File: src/hw/lllc_regs.vh
/*
 constants for the layer-1 loopback control block: register offsets,
 field positions, reset values and command codes.
 assumes byte addresses on a 32-bit AXI4-Lite bus, one word per register.

*/
`ifndef LLLC_REGS_VH
`define LLLC_REGS_VH

`define LLLC_OFF_LOOP 8'h00
`define LLLC_OFF_S_CMD 8'h04
`define LLLC_OFF_S_CONFIG_REG0 8'h08
`define LLLC_OFF_S_CONFIG_REG2 8'h0C
`define LLLC_OFF_U_CTRL 8'h10
`define LLLC_OFF_STATUS 8'h14

`define LLLC_LOOP_B1 0
`define LLLC_LOOP_B2 1
`define LLLC_LOOP_ALL 2
`define LLLC_LOOP_TO_U 3
`define LLLC_LOOP_NTRANS 4
`define LLLC_LOOP_DLB 5
`define LLLC_SCMD_ALOOP 0
`define LLLC_SCMD_SM_DIS 1
`define LLLC_SC0_EXLOOP 0
`define LLLC_SC0_DIS_TR 1
`define LLLC_SC2_TRANSMIT_DISABLE_BIT 0
`define LLLC_UCTL_SELF 0
`define LLLC_UCTL_OPEN 1

`define LLLC_RST_LOOP 6'h00
`define LLLC_RST_S_CMD 2'h0
`define LLLC_RST_S_CONFIG_REG0 2'h0
`define LLLC_RST_S_CONFIG_REG2 1'h1

`define LLLC_CODE_ARL 4'hA
`define LLLC_CODE_AIL 4'hE
`define LLLC_EOC_OPEN 2'h0
`define LLLC_EOC_ALL 2'h1
`define LLLC_EOC_B1 2'h2
`define LLLC_EOC_B2 2'h3

`define LLLC_RESP_OKAY 2'h0
`define LLLC_RESP_SLVERR 2'h2

`endif

File: src/hw/lllc_top.v
/*
 layer-1 loopback control: steers B1, B2 and D channel words between the
 U deframer/framer and the S transmitter/receiver,
 with AXI4-Lite registers for the local loops.
 assumes frame_tick, channel data and command strobes come from logic on
 aclk; only the S line level detect arrives from a pin.
*/
`timescale 1ns/100ps
`include "lllc_regs.vh"
`default_nettype none

module lllc_top #(
	parameter BW = 8,
	parameter DW = 2
) (
	// clock and reset
	input wire aclk,
	input wire aresetn,
	// axi4-lite write address
	input wire [7:0] s_axi_awaddr,
	input wire s_axi_awvalid,
	output reg s_axi_awready,
	// axi4-lite write data
	input wire [31:0] s_axi_wdata,
	input wire [3:0] s_axi_wstrb,
	input wire s_axi_wvalid,
	output reg s_axi_wready,
	// axi4-lite write response
	output reg [1:0] s_axi_bresp,
	output reg s_axi_bvalid,
	input wire s_axi_bready,
	// axi4-lite read
	input wire [7:0] s_axi_araddr,
	input wire s_axi_arvalid,
	output reg s_axi_arready,
	output reg [31:0] s_axi_rdata,
	output reg [1:0] s_axi_rresp,
	output reg s_axi_rvalid,
	input wire s_axi_rready,
	// frame timing
	input wire frame_tick,
	// u deframer side
	input wire [BW-1:0] u_rx_b1,
	input wire [BW-1:0] u_rx_b2,
	input wire [DW-1:0] u_rx_d,
	// u framer side
	output reg [BW-1:0] u_tx_b1,
	output reg [BW-1:0] u_tx_b2,
	output reg [DW-1:0] u_tx_d,
	// s receiver side
	input wire [BW-1:0] s_rx_b1,
	input wire [BW-1:0] s_rx_b2,
	input wire [DW-1:0] s_rx_d,
	// s transmitter side
	output reg [BW-1:0] s_tx_b1,
	output reg [BW-1:0] s_tx_b2,
	output reg [DW-1:0] s_tx_d,
	// s line control and level pin
	output reg s_tx_enable,
	output reg s_level_det_enable,
	input wire s_level_pin,
	output reg not_synchronous_indication,
	// u transceiver control
	input wire u_reset,
	input wire u_ci_valid,
	input wire [3:0] u_ci_code,
	output reg u_analog_loop,
	output reg framer_digital_loop,
	input wire u_transparent_state,
	// s command/indication channel
	input wire s_ci_valid,
	input wire [3:0] s_ci_code,
	// maintenance channel
	input wire eoc_valid,
	input wire [1:0] eoc_code,
	input wire eoc_auto,
	// downstream command forward
	output reg ds_ci_valid,
	output reg [3:0] ds_ci_code
);

localparam [BW-1:0] ONES_B = {BW{1'b1}};
localparam [DW-1:0] ONES_D = {DW{1'b1}};

// register file
reg [5:0] loop_cfg;
reg [1:0] s_cmd;
reg [1:0] s_config_reg0;
reg s_config_reg2;
reg u_ctrl_self;
reg open_pulse;

// loop state
reg l2_all;
reg l2_b1;
reg l2_b2;
reg u_was_reset;
reg s_ci_loop;
reg lvl_meta;
reg lvl_sync;

// axi holding state
reg aw_hold;
reg w_hold;
reg [7:0] aw_addr;
reg [7:0] w_byte0;
reg w_lane0;

wire transmit_disable_bit = s_config_reg2;
wire external_loop_bit = s_config_reg0[`LLLC_SC0_EXLOOP];
wire s_tr_off = s_config_reg0[`LLLC_SC0_DIS_TR];
wire analog_loop_bit = s_cmd[`LLLC_SCMD_ALOOP];
wire sm_disabled = s_cmd[`LLLC_SCMD_SM_DIS];

wire s_loop = s_ci_loop | (analog_loop_bit & sm_disabled);
wire s_int_loop = s_loop & ~external_loop_bit;
wire s_ext_loop = s_loop & external_loop_bit;

wire cfg_all = loop_cfg[`LLLC_LOOP_ALL];
wire cfg_b1 = loop_cfg[`LLLC_LOOP_B1] | cfg_all;
wire cfg_b2 = loop_cfg[`LLLC_LOOP_B2] | cfg_all;
wire cfg_to_u = loop_cfg[`LLLC_LOOP_TO_U];
wire cfg_ntr = loop_cfg[`LLLC_LOOP_NTRANS];
wire cfg_dlb = loop_cfg[`LLLC_LOOP_DLB];

// loops turning data back towards the u line
wire ul_b1 = l2_all | l2_b1 | (cfg_b1 & cfg_to_u);
wire ul_b2 = l2_all | l2_b2 | (cfg_b2 & cfg_to_u);
wire ul_d = l2_all | (cfg_all & cfg_to_u);
// loops turning data back towards the system side
wire il_b1 = (cfg_b1 & ~cfg_to_u) | s_int_loop;
wire il_b2 = (cfg_b2 & ~cfg_to_u) | s_int_loop;
wire il_d = (cfg_all & ~cfg_to_u) | s_int_loop;
// non-transparent register loops replace forwarded data by ones
wire nu_b1 = cfg_ntr & cfg_b1 & cfg_to_u;
wire nu_b2 = cfg_ntr & cfg_b2 & cfg_to_u;
wire nu_d = cfg_ntr & cfg_all & cfg_to_u;
wire ni_b1 = cfg_ntr & cfg_b1 & ~cfg_to_u;
wire ni_b2 = cfg_ntr & cfg_b2 & ~cfg_to_u;
wire ni_d = cfg_ntr & cfg_all & ~cfg_to_u;

// u receive after analog or framer loop: line data ignored
wire u_back = u_analog_loop | framer_digital_loop;
wire [BW-1:0] ur_b1 = u_back ? u_tx_b1 : u_rx_b1;
wire [BW-1:0] ur_b2 = u_back ? u_tx_b2 : u_rx_b2;
wire [DW-1:0] ur_d = u_back ? u_tx_d : u_rx_d;
// s receive: internal loop ignores the pins, external loop comes back on them
wire [BW-1:0] sr_b1 = s_int_loop ? s_tx_b1 : s_rx_b1;
wire [BW-1:0] sr_b2 = s_int_loop ? s_tx_b2 : s_rx_b2;
wire [DW-1:0] sr_d = s_int_loop ? s_tx_d : s_rx_d;

// direct paths pass one frame register; the u analog/framer and s internal loops read back an output register and add a frame
always @(posedge aclk) begin
	if (!aresetn) begin
		u_tx_b1 <= ONES_B;
		u_tx_b2 <= ONES_B;
		u_tx_d <= ONES_D;
		s_tx_b1 <= ONES_B;
		s_tx_b2 <= ONES_B;
		s_tx_d <= ONES_D;
	end else if (frame_tick) begin
		u_tx_b1 <= ul_b1 ? ur_b1 : (ni_b1 ? ONES_B : sr_b1);
		u_tx_b2 <= ul_b2 ? ur_b2 : (ni_b2 ? ONES_B : sr_b2);
		u_tx_d <= ul_d ? ur_d : (ni_d ? ONES_D : sr_d);
		s_tx_b1 <= il_b1 ? sr_b1 : (nu_b1 ? ONES_B : ur_b1);
		s_tx_b2 <= il_b2 ? sr_b2 : (nu_b2 ? ONES_B : ur_b2);
		s_tx_d <= il_d ? sr_d : (nu_d ? ONES_D : ur_d);
	end
end

// s line control and level detector
// the level pin is asynchronous: two flip-flops come before anything reads it
// control outputs lag their register bits by one edge so every output stays a flip-flop
always @(posedge aclk) begin
	if (!aresetn) begin
		lvl_meta <= 1'b0;
		lvl_sync <= 1'b0;
		s_tx_enable <= 1'b0;
		s_level_det_enable <= 1'b0;
		not_synchronous_indication <= 1'b0;
	end else begin
		lvl_meta <= s_level_pin;
		lvl_sync <= lvl_meta;
		s_tx_enable <= ~transmit_disable_bit & ~s_tr_off;
		s_level_det_enable <= ~s_tr_off & ~s_ext_loop;
		// flag only; the loop path above never looks at it
		not_synchronous_indication <= s_int_loop & ~s_tr_off & lvl_sync;
	end
end

// s loop command channel
always @(posedge aclk) begin
	if (!aresetn) begin
		s_ci_loop <= 1'b0;
	end else if (s_ci_valid) begin
		s_ci_loop <= (s_ci_code == `LLLC_CODE_ARL);
	end
end

// u analog and framer loops
// software has no direct open for the analog loop: only a u reset opens it,
// so the echo and equalizer settings always retrain on the next activation
always @(posedge aclk) begin
	if (!aresetn) begin
		u_analog_loop <= 1'b0;
		u_was_reset <= 1'b0;
		framer_digital_loop <= 1'b0;
	end else begin
		framer_digital_loop <= cfg_dlb;
		if (u_reset) begin
			u_analog_loop <= 1'b0;
			u_was_reset <= 1'b1;
		end else if (u_ci_valid && u_ci_code == `LLLC_CODE_ARL && u_was_reset) begin
			// closing without a prior reset would leave stale echo coefficients
			u_analog_loop <= 1'b1;
			u_was_reset <= 1'b0;
		end
	end
end

// loop 2 latches and downstream forwarding
// latches hold until opened; a u reset drops them too, since the line restarts
always @(posedge aclk) begin
	if (!aresetn) begin
		l2_all <= 1'b0;
		l2_b1 <= 1'b0;
		l2_b2 <= 1'b0;
		ds_ci_valid <= 1'b0;
		ds_ci_code <= 4'h0;
	end else begin
		ds_ci_valid <= 1'b0;
		if (u_reset || open_pulse || (eoc_valid && eoc_code == `LLLC_EOC_OPEN)) begin
			l2_all <= 1'b0;
			l2_b1 <= 1'b0;
			l2_b2 <= 1'b0;
		end
		// a close arriving with the software open still wins
		if (eoc_valid && !u_reset) begin
			case (eoc_code)
			`LLLC_EOC_ALL: begin
				if (eoc_auto && !u_ctrl_self) begin
					ds_ci_valid <= 1'b1;
					ds_ci_code <= u_transparent_state ? `LLLC_CODE_AIL : `LLLC_CODE_ARL;
				end else begin
					l2_all <= 1'b1;
				end
			end
			`LLLC_EOC_B1: l2_b1 <= 1'b1;
			`LLLC_EOC_B2: l2_b2 <= 1'b1;
			default: ;
			endcase
		end
	end
end

// read mux
// unmapped offsets answer with an error so a wrong address shows up at once
reg [31:0] rd_word;
reg rd_ok;
always @* begin
	rd_word = 32'h0000_0000;
	rd_ok = 1'b1;
	case (s_axi_araddr)
	`LLLC_OFF_LOOP: rd_word[5:0] = loop_cfg;
	`LLLC_OFF_S_CMD: rd_word[1:0] = s_cmd;
	`LLLC_OFF_S_CONFIG_REG0: rd_word[1:0] = s_config_reg0;
	`LLLC_OFF_S_CONFIG_REG2: rd_word[0] = s_config_reg2;
	`LLLC_OFF_U_CTRL: rd_word[0] = u_ctrl_self;
	`LLLC_OFF_STATUS: rd_word[7:0] = {u_was_reset, not_synchronous_indication,
		s_ext_loop, s_int_loop, u_analog_loop, l2_b2, l2_b1, l2_all};
	default: rd_ok = 1'b0;
	endcase
end

// axi read channel: answer on the same edge that takes the address
always @(posedge aclk) begin
	if (!aresetn) begin
		s_axi_arready <= 1'b1;
		s_axi_rvalid <= 1'b0;
		s_axi_rdata <= 32'h0000_0000;
		s_axi_rresp <= `LLLC_RESP_OKAY;
	end else if (s_axi_rvalid) begin
		if (s_axi_rready) begin
			s_axi_rvalid <= 1'b0;
			s_axi_arready <= 1'b1;
		end
	end else if (s_axi_arvalid && s_axi_arready) begin
		s_axi_arready <= 1'b0;
		s_axi_rvalid <= 1'b1;
		s_axi_rdata <= rd_word;
		s_axi_rresp <= rd_ok ? `LLLC_RESP_OKAY : `LLLC_RESP_SLVERR;
	end
end

// axi write channel; fields live in byte lane 0 only
// the response waits for both halves, so address and data may arrive in either order;
// readies stay low until the response is taken, which limits us to one write at a time
wire do_write = aw_hold & w_hold & ~s_axi_bvalid;
wire wr_ok = (aw_addr == `LLLC_OFF_LOOP) || (aw_addr == `LLLC_OFF_S_CMD) ||
	(aw_addr == `LLLC_OFF_S_CONFIG_REG0) || (aw_addr == `LLLC_OFF_S_CONFIG_REG2) ||
	(aw_addr == `LLLC_OFF_U_CTRL) || (aw_addr == `LLLC_OFF_STATUS);

always @(posedge aclk) begin
	if (!aresetn) begin
		s_axi_awready <= 1'b1;
		s_axi_wready <= 1'b1;
		s_axi_bvalid <= 1'b0;
		s_axi_bresp <= `LLLC_RESP_OKAY;
		aw_hold <= 1'b0;
		w_hold <= 1'b0;
		aw_addr <= 8'h00;
		w_byte0 <= 8'h00;
		w_lane0 <= 1'b0;
	end else begin
		if (s_axi_awvalid && s_axi_awready) begin
			s_axi_awready <= 1'b0;
			aw_hold <= 1'b1;
			aw_addr <= s_axi_awaddr;
		end
		if (s_axi_wvalid && s_axi_wready) begin
			s_axi_wready <= 1'b0;
			w_hold <= 1'b1;
			w_byte0 <= s_axi_wdata[7:0];
			w_lane0 <= s_axi_wstrb[0];
		end
		if (do_write) begin
			s_axi_bvalid <= 1'b1;
			s_axi_bresp <= wr_ok ? `LLLC_RESP_OKAY : `LLLC_RESP_SLVERR;
		end
		if (s_axi_bvalid && s_axi_bready) begin
			s_axi_bvalid <= 1'b0;
			aw_hold <= 1'b0;
			w_hold <= 1'b0;
			s_axi_awready <= 1'b1;
			s_axi_wready <= 1'b1;
		end
	end
end

// register storage; status is read-only and ignores writes
always @(posedge aclk) begin
	if (!aresetn) begin
		loop_cfg <= `LLLC_RST_LOOP;
		s_cmd <= `LLLC_RST_S_CMD;
		s_config_reg0 <= `LLLC_RST_S_CONFIG_REG0;
		s_config_reg2 <= `LLLC_RST_S_CONFIG_REG2;
		u_ctrl_self <= 1'b0;
		open_pulse <= 1'b0;
	end else begin
		open_pulse <= 1'b0;
		if (do_write && w_lane0) begin
			case (aw_addr)
			`LLLC_OFF_LOOP: loop_cfg <= w_byte0[5:0];
			`LLLC_OFF_S_CMD: s_cmd <= w_byte0[1:0];
			`LLLC_OFF_S_CONFIG_REG0: s_config_reg0 <= w_byte0[1:0];
			`LLLC_OFF_S_CONFIG_REG2: s_config_reg2 <= w_byte0[`LLLC_SC2_TRANSMIT_DISABLE_BIT];
			`LLLC_OFF_U_CTRL: begin
				u_ctrl_self <= w_byte0[`LLLC_UCTL_SELF];
				open_pulse <= w_byte0[`LLLC_UCTL_OPEN];
			end
			default: ;
			endcase
		end
	end
end

endmodule // lllc_top

`default_nettype wire

File: config.mk
export PLATFORM = sky130hd
export DESIGN_NAME = lllc_top
export DESIGN_NICKNAME = d
export VERILOG_FILES = /design/src/hw/lllc_top.v
export VERILOG_INCLUDE_DIRS = /design/src /design/src/hw
export SDC_FILE = /design/constraint.sdc
export NUM_CORES = 1
export LEC_CHECK = 0
export ABC_AREA = 1
export BUFFER_PORTS_ARGS = -buffer_cell sky130_fd_sc_hd__clkbuf_2
export CELL_PAD_IN_SITES_DETAIL_PLACEMENT = 0
export CELL_PAD_IN_SITES_GLOBAL_PLACEMENT = 1
export CORE_UTILIZATION = 33
export DETAILED_ROUTE_END_ITERATION = 7
export PLACE_DENSITY = 0.91
export SYNTH_ARGS = -nofsm -noshare
export SYNTH_HDL_FRONTEND = slang
export SYNTH_SLANG_ARGS = --single-unit
File: constraint.sdc
create_clock -name aclk -period 1.8 [get_ports aclk]
set_clock_uncertainty 0.1 [all_clocks]
set_input_delay 0.36 -clock aclk [delete_from_list [all_inputs] [get_ports aclk]]
set_output_delay 0.36 -clock aclk [all_outputs]
set_load 0.01 [all_outputs]
## Yosys cells after proc, flatten, opt, wreduce, memory -nomap -nowiden

Index checks and enable logic that the tools add are counted.
W data, S select, Z words.

- Bits in registers: 100
- Logic and storage cells: 181
- Output and inout port bits: 87
- Input bits: 113

- Bitwise gates (word level): 44
- Muxes and demuxes: 45
- Eq/ne operators: 16
- Reductions and logical operators: 37

Operators by type and width:

| kind | number |
|---|---|
| $mux W8 | 12 |
| $eq A8 B4 Y1 const B | 4 |
| $eq A8 B5 Y1 const B | 4 |
| $and A1 B1 Y1 | 24 |
| $mux W1 | 20 |
| $mux W2 | 9 |
| $eq A8 B3 Y1 const B | 2 |
| $logic_not A8 Y1 | 2 |
| $reduce_and A2 Y1 | 7 |
| $or A1 B1 Y1 | 12 |
| $logic_and A1 B1 Y1 | 10 |
| $reduce_and A3 Y1 | 3 |
| $eq A4 B4 Y1 const B | 2 |
| $not A1 Y1 | 8 |
| $pmux W4 S2 | 1 |
| $logic_or A1 B1 Y1 | 7 |
| $pmux W1 S6 | 1 |
| $reduce_or A6 Y1 | 1 |
| $eq A2 B2 Y1 const B | 2 |
| $pmux W1 S4 | 1 |
| $reduce_bool A2 Y1 | 2 |
| $reduce_or A2 Y1 | 2 |
| $mux W3 | 1 |
| $eq A2 B1 Y1 const B | 1 |
| other kinds (3) | 4 |

## Logic depth before layout (Yosys ltp)

- Word-level depth: 7
- Gate-level depth with buffers: 9
- Gate-level depth less buffers: 9

## Least setup slack after synthesis

No wires, ideal clock.

- Kind: reg2reg
- From: register s_axi_bvalid
- To: register loop_cfg[2]
- Stages on the path, launching flop included: 9
- Data arrival time: 1.131 ns
- Path buffers: 0
- Path slack: 0.453 ns
- Required time: 1.584 ns
- Clock period less this slack: 1.347 ns
- Cells stage by stage: dfxtp_1 inv_2 nand3_2 nor2_4 inv_2 nor2_2 nand3_1 o21ai_0 nor2_1

- Word-level cells in the longest chain between the ends: 4

RTL lines:

| element | RTL line | text |
|---|---|---|
| start, declared | lllc_top.v:30 | `output reg s_axi_bvalid,` |
| start signal, assigned | lllc_top.v:307 | `s_axi_bvalid <= 1'b0;` |
| start signal, assigned | lllc_top.v:327 | `s_axi_bvalid <= 1'b1;` |
| start signal, assigned | lllc_top.v:331 | `s_axi_bvalid <= 1'b0;` |
| $not A1 Y1 | lllc_top.v:298 | `wire do_write = aw_hold & w_hold & ~s_axi_bvalid;` |
| $and A1 B1 Y1 | lllc_top.v:298 |  |
| $logic_and A1 B1 Y1 | lllc_top.v:351 | `if (do_write && w_lane0) begin` |
| $reduce_and A2 Y1 (no source line) | -- |  |
| end signal, assigned | lllc_top.v:343 | `` loop_cfg <= `LLLC_RST_LOOP; `` |
| end signal, assigned | lllc_top.v:353 | `` `LLLC_OFF_LOOP: loop_cfg <= w_byte0[5:0]; `` |
| end, declared | lllc_top.v:86 | `reg [5:0] loop_cfg;` |

No other way between the ends.
A chain may end at the register's enable or synchronous reset.

## Worst setup path in the final report

- From: register loop_cfg[3]
- To: register s_tx_b2[4]

- Word-level cells in the longest chain between the ends: 4

RTL lines:

| element | RTL line | text |
|---|---|---|
| $not A1 Y1 | lllc_top.v:132 | `wire il_b2 = (cfg_b2 & ~cfg_to_u) \| s_int_loop;` |
| $and A1 B1 Y1 | lllc_top.v:132 |  |
| $or A1 B1 Y1 | lllc_top.v:132 |  |
| $mux W8 (*) | lllc_top.v:166 | `s_tx_b2 <= il_b2 ? sr_b2 : (nu_b2 ? ONES_B : ur_b2);` |
| end signal, assigned | lllc_top.v:166 |  |
| end, declared | lllc_top.v:56 | `output reg [BW-1:0] s_tx_b2,` |

Every way passes the cells marked *; elsewhere a longest branch is shown, timed or not.

==> reports/metrics.cfg <==
[clocking]
cts.sinks = 96
htree_levels = 3
cts_tree = yes
cts-resized-gates = 0
post_cts_buffers = 0
insertion_delay_ns = 0.34
cts_root_buf = clkbuf_16
clk_pin_slew_ns = 0.07
clockBufferDepth = 2
cts_buffers = 9
cts_hold_buffers = 0

[synthesis]
yosysTopAreaCellShare = 0.395
syn-cell-area_sq_um = 4870
ys_ff_latch = 96
yosys.area.top_type = dfxtp_1
ys_types = 38
seq_area_frac_synth = 0.395
synthCells = 715
yosysWarnings = 0
synth_area_leaders = dfxtp_1, nand2_1, a21oi_1, o21ai_0, nor2_1
syn_avg_cell_area_sq_um = 6.81

[sta]
clock.fmax_ghz = 0.647
rsz0062_at_grt = no
layout_worst_path_cycle_share = 0.859
setup-tns-final_ns = 0
hold_viol_final = 0
setup_viol = 0
slew_viol_final = 0
period_minus_slack_ns = 1.55

[worst_setup_path]
r2r.worst_path.cells = 7
critPathMaxFanout = 8
r2r-start = loop_cfg[3]$_SDFFE_PN0P_
cp.required_ns = 1.94
cp-startpoint = loop_cfg[3]$_SDFFE_PN0P_
cp.arrival_ns = 1.68
worstSetupStartpointType = flop
endpoint_kind = flop
crit_type = flop to flop

[min_path]
hp-start = s_ci_valid
hold_depth = 2
hold_path_class = input port to flop

[global_route]
grt_pass1_wl_microns = 20800
met1_usage = 0.240
grt_pass1_vias = 4256
grt_overflow = 0
grt_max_degree = 42
antenna_found_initial = 0
grtUsageMet2 = 0.278
top_usage_layer = met2
grtUsageTotal = 0.178
met3_usage = 0.0323

[power]
finalPower_mw = 5.24
power.density_nw_per_um2 = 865
peakVddDrop_v = 0.000451
leakage_nw = 3.03

[detailed_routing]
drt_iter0_drc = 284
drt.antenna.violating_nets = 0
routed_wl_microns = 13500
vias = 4912
viasPerCell = 4.70
post-route-drc-count = 0
dr.pass1.iters = 4
wire_per_inst_microns = 12.9

[floorplan]
start_util = 0.336
fp.dieH_microns = 123
dieArea_sq_um = 15200
pin_count = 200
placementRows = 44
core_sq_um = 14500
die_w_microns = 123

[place]
dp_hpwl_microns = 9650
port_buffers = 143
dp.cells = 1030
finalWeightedCongestion = 0.819

[layout]
drive_gt1_frac = 0.241
nets = 970
n_antenna_cell = 0
postLayoutCoreUtil = 0.418
syn_to_final_growth_pct = 24.4
finalNonFillerCells = 1046

[run]
maxCapViolations = 0

[status]
status = finished clean

[registers in the layout (all words and copies together) (netlist names), 2 cells and up]
signal         cells
aw_addr            8
ds_ci_code         2
loop_cfg           6
s_axi_rdata        8
s_cmd              2
s_config_reg0      2
s_tx_b1            8
s_tx_b2            8
s_tx_d             2
u_tx_b1            8
u_tx_b2            8
u_tx_d             2
w_byte0            6
[worst max-delay path, stage by stage (launching register included)]
cell and delay (ns):
dfxtp_1 0.49, inv_2 0.12, nand2_2 0.19, nand2_2 0.09
nor2_4 0.24, nand2_1 0.09, nand2_1 0.07, o21ai_1 0.05
[through the flow]
step                instance area, sq um  hold slack (ns)  setup WS [ns]
floorplan                           4970            0.290          0.453
global placement                    5740            0.301          0.272
detailed placement                  5740            0.309          0.259
CTS                                 6060           0.0813          0.252
global route                        6060           0.0953         0.0697
finish                              6060           0.0948          0.253
[path summary, 6_finish.rpt]
| kind | to | slack (ns) |
|---|---|---|
| worst min register to register | lvl_sync$_SDFF_PN0_ | 0.32 |
| worst min-delay path | s_ci_loop$_SDFFE_PN0P_ | 0.09 |
| worst max register to register | s_tx_b2[4]$_SDFFE_PN1P_ | 0.25 |
| worst max-delay path | s_tx_b2[4]$_SDFFE_PN1P_ | 0.25 |
[final cells by class]
class,count,area [sq um]
Clock buffer,12,236
Clock inverter,4,77.6
Fill cell,1579,8420
Inverter,66,248
Multi-Input combinational cell,525,2470
Sequential cell,96,1920
Tap cell,184,230
Timing Repair Buffer,159,873
[report_power, final]
part           switching, mW  internal (mW)  leakage [nW]  total, mW
clock network          0.837           1.23         0.151       2.06
logic                  0.500          0.320          2.08      0.819
registers             0.0961           2.26         0.792       2.36
[cell usage after synthesis (all sizes together)]
cell type	instances
a211oi	1
clkbuf	11
o21bai	2
dfxtp	96
a21oi	96
conb	1
or2	2
o21a	1
buf	43
nand2	173
o21ai	93
nor3b	1
a31oi	1
o211ai	4
a21o	2
nor2	86
nor3	7
nand3b	1
nand4	4
a41oi	1
nor4	1
inv	66
o31ai	1
nand3	21
[cells in the final DEF, fill, tap and decap left out, types with 2 or more instances in the layout]
master / synthesis / layout
bufinv_16: 0 / 2
o21ai_1: 14 / 14
dfxtp_1: 96 / 96
nand2_4: 2 / 2
nand4_1: 4 / 4
o21ai_0: 71 / 71
nor2_2: 3 / 4
clkbuf_2: 0 / 143
inv_2: 5 / 5
nand2_2: 4 / 4
a21oi_1: 96 / 96
nor2_4: 4 / 4
clkbuf_16: 0 / 9
o21bai_4: 2 / 2
conb_1: 1 / 27
o21ai_2: 8 / 8
nand3_2: 2 / 2
buf_4: 30 / 13
inv_1: 61 / 61
nand2_1: 167 / 167
clkbuf_1: 11 / 3
nor2_1: 79 / 78
o211ai_1: 4 / 4
nor3_1: 6 / 6
nand3_1: 18 / 18
buf_12: 0 / 3
[metal layers]
metal / vias to the layer above / wire length, microns / share of wire
met5: - / 0 / 0
met4: 0 / 219 / 0.016
li1: 2549 / - / -
met1: 2192 / 6480 / 0.48
met2: 152 / 6020 / 0.45
met3: 19 / 745 / 0.055
[kinds of logic (layout without fill, tap and decap cells)]
| logic type | count (synthesis) | in the layout | share of synthesized area |
|---|---|---|---|
| and+or+nand+nor | 296 | 296 | 0.261 |
| other | 1 | 27 | 0.000770 |
| AOI/OAI and AO/OA | 202 | 202 | 0.225 |
| buffers and inverters | 120 | 241 | 0.118 |
| DFF | 96 | 96 | 0.395 |
(Power assumes the default switching activity.)
